<file path="src/rtl/alarm_seq_pkg.sv">
// Constants, types and register map of the active state alarm sequencer
// What this block does
// RULE1: Per digital input, selectable active polarity
// RULE2: Each analog input has low/high limits
// RULE3: Endpoint: active above high or below low
// RULE4: Window: active between low and high limits
// RULE5: Armed alarms sound beeper on active entry
// RULE6: Show pending condition, accept operator acknowledge
// RULE7: Beeper stops on acknowledge or 30 s
// RULE8: Beeper sounds only in manual mode
// RULE9: Startup steps run in order, 8/16 max
// RULE10: Option starts startup automatically after power-up
// RULE11: Each task fires action when condition true
// RULE12: 16 or 64 tasks evaluated concurrently
// RULE13: Task action: outputs, report, page, shutdown
// RULE14: Shutdown steps in order, operator or alarm
// RULE15: Startup complete enters auto, runs tasks
// RULE16: Failed startup condition aborts, full shutdown
// RULE17: Tasks run only in auto mode
// RULE18: Digital change accepted after 125 ms stable
// RULE19: Manual: outputs follow operator; auto command
// RULE20: Step acts now, or waits delay/input
package alarm_seq_pkg;
    localparam int NUM_DIN = 8;
    localparam int NUM_AIN = 4;
    localparam int NUM_OUT = 8;
    localparam int AW = 12;
    localparam int NUM_IN = NUM_DIN + NUM_AIN;
    localparam int MAX_STEPS = 8;
    localparam int MAX_TASKS = 16;
    localparam int CLK_HZ = 200_000_000;
    localparam int TICK_CYC = CLK_HZ / 1000;
    localparam int DEBOUNCE_MS = 125;
    localparam int BEEP_TIMEOUT_S = 30;
    localparam int BEEP_TIMEOUT_MS = BEEP_TIMEOUT_S * 1000;
    localparam logic [7:0] ADDR_CTRL = 8'h00;
    localparam logic [7:0] ADDR_STATUS = 8'h01;
    localparam logic [7:0] ADDR_DPOL = 8'h02;
    localparam logic [7:0] ADDR_AMODE = 8'h03;
    localparam logic [7:0] ADDR_MANOUT = 8'h04;
    localparam logic [7:0] ADDR_ACTIVE = 8'h05;
    localparam logic [7:0] ADDR_NSTEP = 8'h06;
    localparam logic [7:0] ADDR_LIM_BASE = 8'h10;
    localparam logic [7:0] ADDR_SU_BASE = 8'h20;
    localparam logic [7:0] ADDR_SD_BASE = 8'h30;
    localparam logic [7:0] ADDR_TASK_BASE = 8'h40;
    localparam int CTRL_ARMED = 0;
    localparam int CTRL_AUTOSTART = 1;
    localparam int CTRL_START = 2;
    localparam int CTRL_SHUT = 3;
    localparam int CTRL_AUTO = 4;
    localparam int CTRL_MANUAL = 5;
    localparam int CTRL_ACK = 6;
    localparam logic [31:0] CTRL_RESET = 32'h0000_0000;
    typedef enum logic [1:0] {W_NONE, W_DELAY, W_INPUT, W_REQUIRE} wait_e;
    // Step word: [7:0] set mask, [15:8] clear mask, [19:16] input, [21:20] wait, [31:24] delay ms
    typedef struct packed {
        logic [7:0] delay_ms;
        logic [1:0] pad;
        wait_e wait_kind;
        logic [3:0] in_sel;
        logic [7:0] clr_mask;
        logic [7:0] set_mask;
    } step_s;
    // Task word: [3:0] in A, [7:4] in B, [8] use B, [9] and/or, [10] report,
    // [11] page, [12] shutdown, [15:13] out sel, [16] out level, [17] enable
    typedef struct packed {
        logic [13:0] pad;
        logic enable;
        logic out_level;
        logic [2:0] out_sel;
        logic do_shut;
        logic do_page;
        logic do_report;
        logic and_b;
        logic use_b;
        logic [3:0] in_b;
        logic [3:0] in_a;
    } task_s;
    function automatic logic sel_in(input logic [15:0] v, input logic [3:0] i);
        return v[i];
    endfunction : sel_in
endpackage : alarm_seq_pkg
</file>
<file path="src/rtl/alarm_seq.sv">
// Active state classification, beeper and startup/task/shutdown sequencing
`timescale 1ns/1ps
module alarm_seq #(
    parameter int DEBOUNCE_CYC_MS = alarm_seq_pkg::DEBOUNCE_MS,
    parameter int TICK_CYCLES = alarm_seq_pkg::TICK_CYC,
    parameter int BEEP_MS = alarm_seq_pkg::BEEP_TIMEOUT_MS
) (
    input wire logic clk,
    input wire logic resetn,
    input wire logic [alarm_seq_pkg::NUM_DIN-1:0] din_pin,
    input wire logic [alarm_seq_pkg::NUM_AIN*alarm_seq_pkg::AW-1:0] ain_value,
    input wire logic ack_pin,
    input wire logic [7:0] addr,
    input wire logic [31:0] wdata,
    input wire logic wr,
    input wire logic rd,
    output logic [31:0] rdata,
    output logic [alarm_seq_pkg::NUM_OUT-1:0] relay_out,
    output logic beeper,
    output logic alarm_pending,
    output logic auto_mode,
    output logic report_req,
    output logic page_req
);
    import alarm_seq_pkg::*;

    typedef enum logic [2:0] {S_MANUAL, S_STARTUP, S_AUTO, S_SHUTDOWN} mode_e;

    ////////////////////////////////////////////////////////////////////////////
    // Registers
    logic [31:0] ctrl_q;
    logic [NUM_DIN-1:0] dpol_q;
    logic [NUM_AIN-1:0] amode_q;
    logic [NUM_OUT-1:0] manout_q;
    logic [3:0] nsu_q, nsd_q;
    logic [2*AW-1:0] lim_q [NUM_AIN];
    logic [31:0] su_q [MAX_STEPS];
    logic [31:0] sd_q [MAX_STEPS];
    logic [31:0] task_q [MAX_TASKS];
    logic [31:0] rdata_q;
    mode_e mode_q;
    logic [3:0] step_q;
    logic [7:0] wait_q;
    logic [NUM_OUT-1:0] out_q;
    logic beep_q, pend_q, rep_q, page_q, boot_q;
    logic [31:0] beep_cnt_q;
    logic [NUM_IN-1:0] act_q;
    logic [31:0] tick_cnt_q;
    logic tick;

    wire wr_ctrl = wr && addr == ADDR_CTRL;
    wire cmd_start = wr_ctrl && wdata[CTRL_START];
    wire cmd_shut = wr_ctrl && wdata[CTRL_SHUT];
    wire cmd_auto = wr_ctrl && wdata[CTRL_AUTO];
    wire cmd_manual = wr_ctrl && wdata[CTRL_MANUAL];
    wire cmd_ack = wr_ctrl && wdata[CTRL_ACK];

    always_ff @(posedge clk or negedge resetn) begin
        if (!resetn) begin
            ctrl_q <= CTRL_RESET;
            dpol_q <= '0;
            amode_q <= '0;
            manout_q <= '0;
            nsu_q <= '0;
            nsd_q <= '0;
            for (int i = 0; i < NUM_AIN; i++) lim_q[i] <= '0;
            for (int i = 0; i < MAX_STEPS; i++) begin
                su_q[i] <= '0;
                sd_q[i] <= '0;
            end
            for (int i = 0; i < MAX_TASKS; i++) task_q[i] <= '0;
        end else if (wr) begin
            if (addr == ADDR_CTRL) ctrl_q <= {30'h0, wdata[CTRL_AUTOSTART], wdata[CTRL_ARMED]};
            if (addr == ADDR_DPOL) dpol_q <= wdata[NUM_DIN-1:0]; // see RULE1
            if (addr == ADDR_AMODE) amode_q <= wdata[NUM_AIN-1:0];
            if (addr == ADDR_MANOUT) manout_q <= wdata[NUM_OUT-1:0];
            if (addr == ADDR_NSTEP) begin
                nsu_q <= wdata[3:0];
                nsd_q <= wdata[7:4];
            end
            if (addr[7:4] == ADDR_LIM_BASE[7:4] && addr[3:0] < NUM_AIN)
                lim_q[addr[1:0]] <= wdata[2*AW-1:0]; // see RULE2
            if (addr[7:4] == ADDR_SU_BASE[7:4] && !addr[3]) su_q[addr[2:0]] <= wdata;
            if (addr[7:4] == ADDR_SD_BASE[7:4] && !addr[3]) sd_q[addr[2:0]] <= wdata;
            if (addr[7:4] == ADDR_TASK_BASE[7:4]) task_q[addr[3:0]] <= wdata;
        end
    end

    ////////////////////////////////////////////////////////////////////////////
    // Millisecond tick
    assign tick = tick_cnt_q == 32'(TICK_CYCLES - 1);
    always_ff @(posedge clk or negedge resetn) begin
        if (!resetn) tick_cnt_q <= '0;
        else tick_cnt_q <= tick ? '0 : tick_cnt_q + 32'h1;
    end

    ////////////////////////////////////////////////////////////////////////////
    // Digital inputs: synchroniser and debounce
    logic [NUM_DIN-1:0] sync1_q, sync2_q, deb_q, ack1_q, ack2_q;
    logic [7:0] deb_cnt_q [NUM_DIN];
    always_ff @(posedge clk or negedge resetn) begin
        if (!resetn) begin
            sync1_q <= '0;
            sync2_q <= '0;
            deb_q <= '0;
            for (int i = 0; i < NUM_DIN; i++) deb_cnt_q[i] <= '0;
        end else begin
            sync1_q <= din_pin;
            sync2_q <= sync1_q;
            for (int i = 0; i < NUM_DIN; i++) begin
                if (sync2_q[i] == deb_q[i]) deb_cnt_q[i] <= '0;
                else if (tick) begin
                    if (deb_cnt_q[i] == 8'(DEBOUNCE_CYC_MS - 1)) begin
                        deb_q[i] <= sync2_q[i]; // see RULE18
                        deb_cnt_q[i] <= '0;
                    end else deb_cnt_q[i] <= deb_cnt_q[i] + 8'h1;
                end
            end
        end
    end
    always_ff @(posedge clk or negedge resetn) begin
        if (!resetn) begin
            ack1_q <= '0;
            ack2_q <= '0;
        end else begin
            ack1_q <= {7'h0, ack_pin};
            ack2_q <= ack1_q;
        end
    end

    ////////////////////////////////////////////////////////////////////////////
    // Active state classification
    logic [NUM_IN-1:0] act_d;
    always_comb begin
        act_d[NUM_DIN-1:0] = deb_q ^ ~dpol_q; // see RULE1
        for (int i = 0; i < NUM_AIN; i++) begin
            logic [AW-1:0] v, lo, hi;
            v = ain_value[i*AW +: AW];
            lo = lim_q[i][AW-1:0];
            hi = lim_q[i][2*AW-1:AW];
            act_d[NUM_DIN+i] = amode_q[i] ? (v > lo && v < hi) // see RULE4
                                          : (v > hi || v < lo); // see RULE3
        end
    end
    wire any_new = |(act_d & ~act_q);
    wire [15:0] in_vec = 16'(act_q);

    ////////////////////////////////////////////////////////////////////////////
    // Beeper
    wire ack_now = cmd_ack || ack2_q[0];
    wire beep_timeout = beep_q && tick && beep_cnt_q == 32'(BEEP_MS - 1);
    // Leaving manual silences the beeper on the same edge
    wire leave_manual = mode_q == S_MANUAL && (cmd_shut || cmd_start || cmd_auto
                        || (boot_q && ctrl_q[CTRL_AUTOSTART])); // see RULE8
    always_ff @(posedge clk or negedge resetn) begin
        if (!resetn) begin
            act_q <= '0;
            beep_q <= 1'b0;
            pend_q <= 1'b0;
            beep_cnt_q <= '0;
        end else begin
            act_q <= act_d;
            if (any_new && ctrl_q[CTRL_ARMED] && mode_q == S_MANUAL && !leave_manual) begin
                beep_q <= 1'b1; // see RULE5
                beep_cnt_q <= '0;
            end else if (ack_now || beep_timeout || mode_q != S_MANUAL || leave_manual) begin
                beep_q <= 1'b0; // see RULE7 RULE8
            end else if (beep_q && tick) begin
                beep_cnt_q <= beep_cnt_q + 32'h1;
            end
            if (any_new) pend_q <= 1'b1; // see RULE6
            else if (ack_now) pend_q <= 1'b0;
        end
    end

    ////////////////////////////////////////////////////////////////////////////
    // Sequencers and process tasks
    step_s cur;
    assign cur = step_s'(mode_q == S_SHUTDOWN ? sd_q[step_q[2:0]] : su_q[step_q[2:0]]);
    wire cond_ok = sel_in(in_vec, cur.in_sel);
    wire step_go = cur.wait_kind == W_NONE || cur.wait_kind == W_REQUIRE
                || (cur.wait_kind == W_DELAY && wait_q >= cur.delay_ms)
                || (cur.wait_kind == W_INPUT && cond_ok); // see RULE20
    wire step_fail = mode_q == S_STARTUP && cur.wait_kind == W_REQUIRE && !cond_ok;
    wire [NUM_OUT-1:0] step_out = (out_q | cur.set_mask) & ~cur.clr_mask;

    logic [NUM_OUT-1:0] task_out;
    logic t_rep, t_page, t_shut;
    always_comb begin
        task_out = out_q;
        t_rep = 1'b0;
        t_page = 1'b0;
        t_shut = 1'b0;
        for (int i = 0; i < MAX_TASKS; i++) begin // see RULE12
            task_s t;
            logic a, b, c;
            t = task_s'(task_q[i]);
            a = sel_in(in_vec, t.in_a);
            b = sel_in(in_vec, t.in_b);
            c = !t.use_b ? a : (t.and_b ? (a && b) : (a || b));
            if (t.enable && c) begin // see RULE11
                task_out[t.out_sel] = t.out_level; // see RULE13
                t_rep = t_rep | t.do_report;
                t_page = t_page | t.do_page;
                t_shut = t_shut | t.do_shut;
            end
        end
    end

    always_ff @(posedge clk or negedge resetn) begin
        if (!resetn) begin
            mode_q <= S_MANUAL;
            step_q <= '0;
            wait_q <= '0;
            out_q <= '0;
            rep_q <= 1'b0;
            page_q <= 1'b0;
            boot_q <= 1'b1;
        end else begin
            // Power-up start stays pending until the first run
            if (mode_q != S_MANUAL) boot_q <= 1'b0;
            rep_q <= 1'b0;
            page_q <= 1'b0;
            case (mode_q)
                S_MANUAL: begin
                    out_q <= manout_q; // see RULE19
                    step_q <= '0;
                    wait_q <= '0;
                    if (cmd_shut) mode_q <= S_SHUTDOWN;
                    else if (cmd_start || (boot_q && ctrl_q[CTRL_AUTOSTART]))
                        mode_q <= S_STARTUP; // see RULE10
                    else if (cmd_auto) mode_q <= S_AUTO; // see RULE19
                end
                S_STARTUP, S_SHUTDOWN: begin
                    if (mode_q == S_STARTUP && (cmd_shut || step_fail)) begin
                        mode_q <= S_SHUTDOWN; // see RULE16
                        step_q <= '0;
                        wait_q <= '0;
                    end else if (step_q >= (mode_q == S_STARTUP ? nsu_q : nsd_q)) begin
                        mode_q <= mode_q == S_STARTUP ? S_AUTO : S_MANUAL; // see RULE15
                        step_q <= '0;
                    end else if (step_go) begin
                        out_q <= step_out; // see RULE9 RULE14
                        step_q <= step_q + 4'h1;
                        wait_q <= '0;
                    end else if (tick && wait_q != 8'hff) wait_q <= wait_q + 8'h1;
                end
                S_AUTO: begin
                    out_q <= task_out; // see RULE17
                    rep_q <= t_rep;
                    page_q <= t_page;
                    if (t_shut || cmd_shut) begin
                        mode_q <= S_SHUTDOWN; // see RULE14
                        step_q <= '0;
                        wait_q <= '0;
                    end else if (cmd_manual) mode_q <= S_MANUAL;
                end
                default: mode_q <= S_MANUAL;
            endcase
        end
    end

    ////////////////////////////////////////////////////////////////////////////
    // Read-back
    always_ff @(posedge clk or negedge resetn) begin
        if (!resetn) rdata_q <= '0;
        else if (rd) begin
            case (addr)
                ADDR_CTRL: rdata_q <= ctrl_q;
                ADDR_STATUS: rdata_q <= {20'h0, 4'(step_q), 2'h0, boot_q,
                                         3'(mode_q), pend_q, beep_q};
                ADDR_DPOL: rdata_q <= 32'(dpol_q);
                ADDR_AMODE: rdata_q <= 32'(amode_q);
                ADDR_MANOUT: rdata_q <= 32'(manout_q);
                ADDR_ACTIVE: rdata_q <= 32'(act_q);
                ADDR_NSTEP: rdata_q <= {24'h0, nsd_q, nsu_q};
                default: rdata_q <= 32'h0;
            endcase
        end else rdata_q <= '0;
    end

    assign rdata = rdata_q;
    assign relay_out = out_q;
    assign beeper = beep_q;
    assign alarm_pending = pend_q;
    assign auto_mode = mode_q == S_AUTO;
    assign report_req = rep_q;
    assign page_req = page_q;

    ////////////////////////////////////////////////////////////////////////////
    // Assertions
    beep_manual_a: assert property (@(posedge clk) disable iff (!resetn) // see RULE8
        beep_q |-> mode_q == S_MANUAL) else $error("beeper outside manual");
    beep_ack_a: assert property (@(posedge clk) disable iff (!resetn) // see RULE7
        (beep_q && ack_now && !any_new) |=> !beep_q) else $error("ack ignored");
    beep_start_a: assert property (@(posedge clk) disable iff (!resetn) // see RULE5
        (any_new && ctrl_q[CTRL_ARMED] && mode_q == S_MANUAL && !leave_manual) |=> beep_q)
        else $error("beeper not started");
    pend_set_a: assert property (@(posedge clk) disable iff (!resetn) // see RULE6
        any_new |=> pend_q) else $error("pending not set");
    task_suspend_a: assert property (@(posedge clk) disable iff (!resetn) // see RULE17
        (mode_q != S_AUTO) |=> !rep_q && !page_q) else $error("task outside auto");
    abort_shut_a: assert property (@(posedge clk) disable iff (!resetn) // see RULE16
        (step_fail && step_q < nsu_q) |=> mode_q == S_SHUTDOWN)
        else $error("startup not aborted");
    startup_done_a: assert property (@(posedge clk) disable iff (!resetn) // see RULE15
        (mode_q == S_STARTUP && step_q >= nsu_q && !cmd_shut && !step_fail) |=> auto_mode)
        else $error("auto not entered");
    manual_out_a: assert property (@(posedge clk) disable iff (!resetn) // see RULE19
        (mode_q == S_MANUAL && $stable(manout_q) && $past(mode_q) == S_MANUAL)
        |-> out_q == manout_q) else $error("manual outputs wrong");
    autostart_a: assert property (@(posedge clk) disable iff (!resetn) // see RULE10
        (mode_q == S_MANUAL && boot_q && ctrl_q[CTRL_AUTOSTART] && !cmd_shut)
        |=> mode_q == S_STARTUP) else $error("autostart missed");
endmodule : alarm_seq

</file>
<file path="config.mk">
export PLATFORM = sky130hd
export DESIGN_NAME = alarm_seq
export DESIGN_NICKNAME = d
export VERILOG_FILES = /design/src/rtl/alarm_seq_pkg.sv /design/src/rtl/alarm_seq.sv
export SDC_FILE = /design/constraint.sdc
export NUM_CORES = 2
export LEC_CHECK = 0
export ABC_AREA = 1
export BUFFER_PORTS_ARGS = -buffer_cell sky130_fd_sc_hd__buf_2
export CAP_MARGIN = 20
export CELL_PAD_IN_SITES_DETAIL_PLACEMENT = 1
export CELL_PAD_IN_SITES_GLOBAL_PLACEMENT = 1
export CORE_UTILIZATION = 50
export CTS_BUF_LIST = sky130_fd_sc_hd__clkbuf_4
export CTS_CLUSTER_SIZE = 20
export DETAILED_ROUTE_END_ITERATION = 8
export PLACE_DENSITY = 0.89
export SETUP_SLACK_MARGIN = 0.15
export SLEW_MARGIN = 20
export SYNTH_ARGS = -nofsm -noshare
export SYNTH_HDL_FRONTEND = slang
export SYNTH_SLANG_ARGS = --single-unit
export TNS_END_PERCENT = 1
</file>
<file path="constraint.sdc">
create_clock -name clk -period 9.9 [get_ports clk]
set_clock_uncertainty 0.15 [all_clocks]
set_input_delay 0.99 -clock clk [delete_from_list [all_inputs] [get_ports clk]]
set_output_delay 0.99 -clock clk [all_outputs]
set_load 0.05 [all_outputs]
</file>
==> metrics.yaml <==
clocking:
  cts_tree: "done"
  htreeDepth: 5
  cts-resized-gates: 0
  clk_path_buf_depth: 4
  cts_sinks: 1099
  cts_made_buffers: 314
  clk_latency_ns: 1.23
  clk_pin_slew_ns: 0.07
  cts_root_buf: "clkbuf_4"
cells_and_area:
  area_delta_synth_final_pct: 9.55
  fin_nets: 7404
  fill_cells: 13800
  layout-drive-gt1-share: 0.112
sta:
  fin_tns_setup_ns: 0
  post-route-min-period_ns: 5.59
  fin_crit_sh: 0.565
  rsz0062_at_grt: "false"
  whs_ns: 0.137
  hold_viol: 0
  worstMarginPinSlew_ns: 1.19
  relSlewSlack: 0.203
  fmax_ghz: 0.179
  setup_viol_count_final: 0
  slew_violations: 0
run:
  cap_violations: 0
routing:
  avgRoutedWirePerCell_um: 22.4
  route.detailed.drc: 0
  ant_nets: 0
  first_pass_iters: 6
  drt_wl_total_um: 199000
  routed-via-count: 53600
  drt-initial-drc-count: 4937
  routed_via_density: 6.04
setup_path:
  cp-end-kind: "flip-flop"
  cp_slowest_stage_delay_ns: 0.90
  crit_start: "step_q[1]$_DFFE_PN0P_"
  worst_path_max_delay_cell: "clkinv_2"
  timing_worst_setup_path_type: "reg -> reg"
  crit_path_max_fanout: 61
  arrival_ns: 6.53
  crit_chain: "clkinv_2, buf_4, o21ai_0, o221ai_1, o211ai_1, nand2_1, inv_1, ha_1, a21boi_0, o21a_1, o21a_1, o211ai_1, nand2_1, a21oi_1, o21bai_1, a21oi_1, nand2_1, inv_2, nand2_2, o21ai_1, nand2_1, nand2_2, nand2_1, o21ai_1"
  crit_required_ns: 10.83
  startpoint_type: "flip-flop"
  cp_common_cell: "nand2_1"
  r2r-start: "step_q[1]$_DFFE_PN0P_"
die:
  rows: 122
  coreArea_sq_mm: 0.111
  start_util: 0.506
  pin_count: 146
  die_area_sq_mm: 0.114
  chipHeight_um: 337
  die_w_um: 337
synthesis:
  synth-seq-area-share: 0.490
  synthTopCellsByArea: "dfrtp_1 49%, o21ai_0 11%, nand2_1 11%"
  synth_top_cell_area_share: 0.489
  syn_inst: 7076
  yosysUniqueCellTypes: 75
  ys.flop_type: "dfrtp_1"
  syn-cell-area_sq_mm: 0.0562
  yosys_warnings: 0
  synth-edff-count: 0
  async_flop_share: 1.00
  syn_avg_cell_area_sq_um: 7.94
  yosys_register_bits: 1099
  synth_top_cell_by_area: "dfrtp_1"
global_route:
  grt_pass1_vias: 55900
  grt_pass1_wl_um: 313000
  grt_overflow: 0
  antenna_found_initial: 16
  grt_max_degree: 172
  grt_usage: 0.353
outcome:
  outcome: "complete, no violations"
power:
  powerDensity_mw_per_mm2: 181
  ir_worst_vdd_v: 0.000144
  leakage_uw: 0.0279
placed_design:
  dp_hpwl_um: 121000
  gp_congestion: 0.908
  io_buffers: 125
min_path:
  hp-start: "wdata[5]"
  hp-class: "in -> reg"
## cells by family after synthesis
| family | share of synthesized area |
|---|---|
| and+or+nand+nor | 0.194 |
| AOI/OAI and AO/OA | 0.203 |
| xor gates and xnor gates | 0.0106 |
| DFF | 0.490 |
| other | 0.0000668 |
| adders and majority gates | 0.0292 |
| buffers and inverters | 0.0720 |
| muxes | 0.00160 |
## worst paths after layout
path / to / slack [ns] / depth (start not counted)
setup / recovery: wait_q[2]$_DFFE_PN0P_ / 4.31 / 24
hold / removal: mode_q[1]$_DFFE_PN0P_ / 0.14 / 5
setup reg to reg: wait_q[2]$_DFFE_PN0P_ / 4.31 / 24
hold reg to reg: sync2_q[5]$_DFF_PN0_ / 0.16 / 0
max in group asynchronous: sync2_q[1]$_DFF_PN0_ / 7.00 / 4
min in group asynchronous: su_q[123]$_DFFE_PN0P_ / 0.22 / 2
## final cells by class
| class | instances | area [sq um] | area share |
|---|---|---|---|
| flip-flops and latches | 1099 | 27500 | 0.447 |
| multi-input cells | 4988 | 24800 | 0.402 |
| clock buffers | 451 | 3390 | 0.0550 |
| inverters | 548 | 2060 | 0.0335 |
| well taps | 1488 | 1860 | 0.0303 |
| repair buffers | 221 | 1460 | 0.0238 |
| clock inverters | 75 | 465 | 0.00756 |
| diodes | 11 | 27.5 | 0.000447 |
## per-layer routing
layer	GRT usage	wire [um]	vias to the layer above
li1	-	-	24000
met2	0.571	93300	2164
met4	0.187	9910	8
met1	0.448	80700	26900
met5	0	43	-
met3	0.0661	14800	602
## worst max-delay path, delay by kind of cell, from the launching register on
kind                     cells  cell delay, ns
AO/OA/AOI/OAI               12            1.79
AND/OR/NAND/NOR              7            0.77
buffers and inverters        4            1.80
adder cells (fa/ha/maj)      1            0.22
flip-flops                   1            0.69
## cells in the final DEF (no fill, tap or decap), types with 11 or more instances in the layout
cell,instances
nor3_1,76
clkinv_1,60
clkbuf_4,451
conb_1,20
nor2_2,12
o21ai_1,111
o211ai_1,82
ha_1,131
o21ai_0,1290
o22ai_1,129
buf_4,75
buf_2,124
nand2_1,1590
xnor2_1,21
o221ai_1,41
nand3_2,11
inv_1,497
dlygate4sd3_1,15
nor2_1,585
nor4_1,21
or2_1,12
a21oi_1,363
nand2_2,38
diode_2,11
a211oi_1,14
dfrtp_1,1094
xor2_1,47
nand3_1,202
a221oi_1,11
nand4_1,66
inv_2,47
## flip-flops by register name, summed over array words and instances, names as in the netlist, 2 cells and up
register,flops
sync1_q,8
wait_q,8
su_q,240
step_q,4
tick_cnt_q,32
deb_q,8
nsu_q,4
task_q,288
lim_q,96
dpol_q,8
sd_q,240
manout_q,8
sync2_q,8
beep_cnt_q,32
rdata,12
ctrl_q,2
nsd_q,4
act_q,12
relay_out,8
mode_q,2
deb_cnt_q,64
amode_q,4
## report_power, final
part | leakage (uW) | internal, uW | total, uW | switching [uW]
combinational | 0.0105 | 556 | 1980 | 1420
clock | 0.00229 | 2240 | 4250 | 2010
sequential | 0.0151 | 4690 | 4910 | 218
## synth_stat cells, drive strengths merged, types with 2 or more instances
| library cell | count |
|---|---|
| xnor2 | 21 |
| and3 | 4 |
| o221ai | 41 |
| dfrtp | 1098 |
| ha | 131 |
| and2 | 2 |
| inv | 546 |
| a21oi | 365 |
| clkbuf | 369 |
| nand4 | 69 |
| a31oi | 9 |
| o2111ai | 3 |
| o21a | 9 |
| nand3 | 213 |
| nor3 | 81 |
| o31ai | 4 |
| nand3b | 8 |
| o211ai | 84 |
| or2 | 17 |
| mux2 | 8 |
| a32o | 3 |
| o32ai | 4 |
| o21bai | 10 |
| o21ai | 1401 |
| a211oi | 14 |
| o22ai | 129 |
| a221o | 2 |
| a2111oi | 2 |
| clkinv | 2 |
| nor3b | 4 |
| nand2 | 1630 |
| xor2 | 47 |
| a21boi | 8 |
| nor2 | 603 |
| nor4 | 21 |
| buf | 91 |
| a221oi | 11 |
## through the flow
step                      cell area (sq um)  total power, uW  worst slack (ns)   util  cells
after detailed placement              57500             6890              4.47  0.518   8329
after floorplan                       56200             6200              5.42      -   7095
after global routing                  61500            11700              3.94  0.554   8875
after CTS                             61500            11100              4.41  0.554   8870
after global placement                57500             6790              4.71  0.518   8328
final                                 61500            11100              4.31  0.555   8881
## what timing repair did
item                                    4_1_cts  5_1_grt
hold buffers                                 15        0
setup buffers                                 0        0
endpoints found under the hold margin        96        0
endpoints found under the setup margin        0        0
Note: power is estimated with default switching activity, not from simulation.
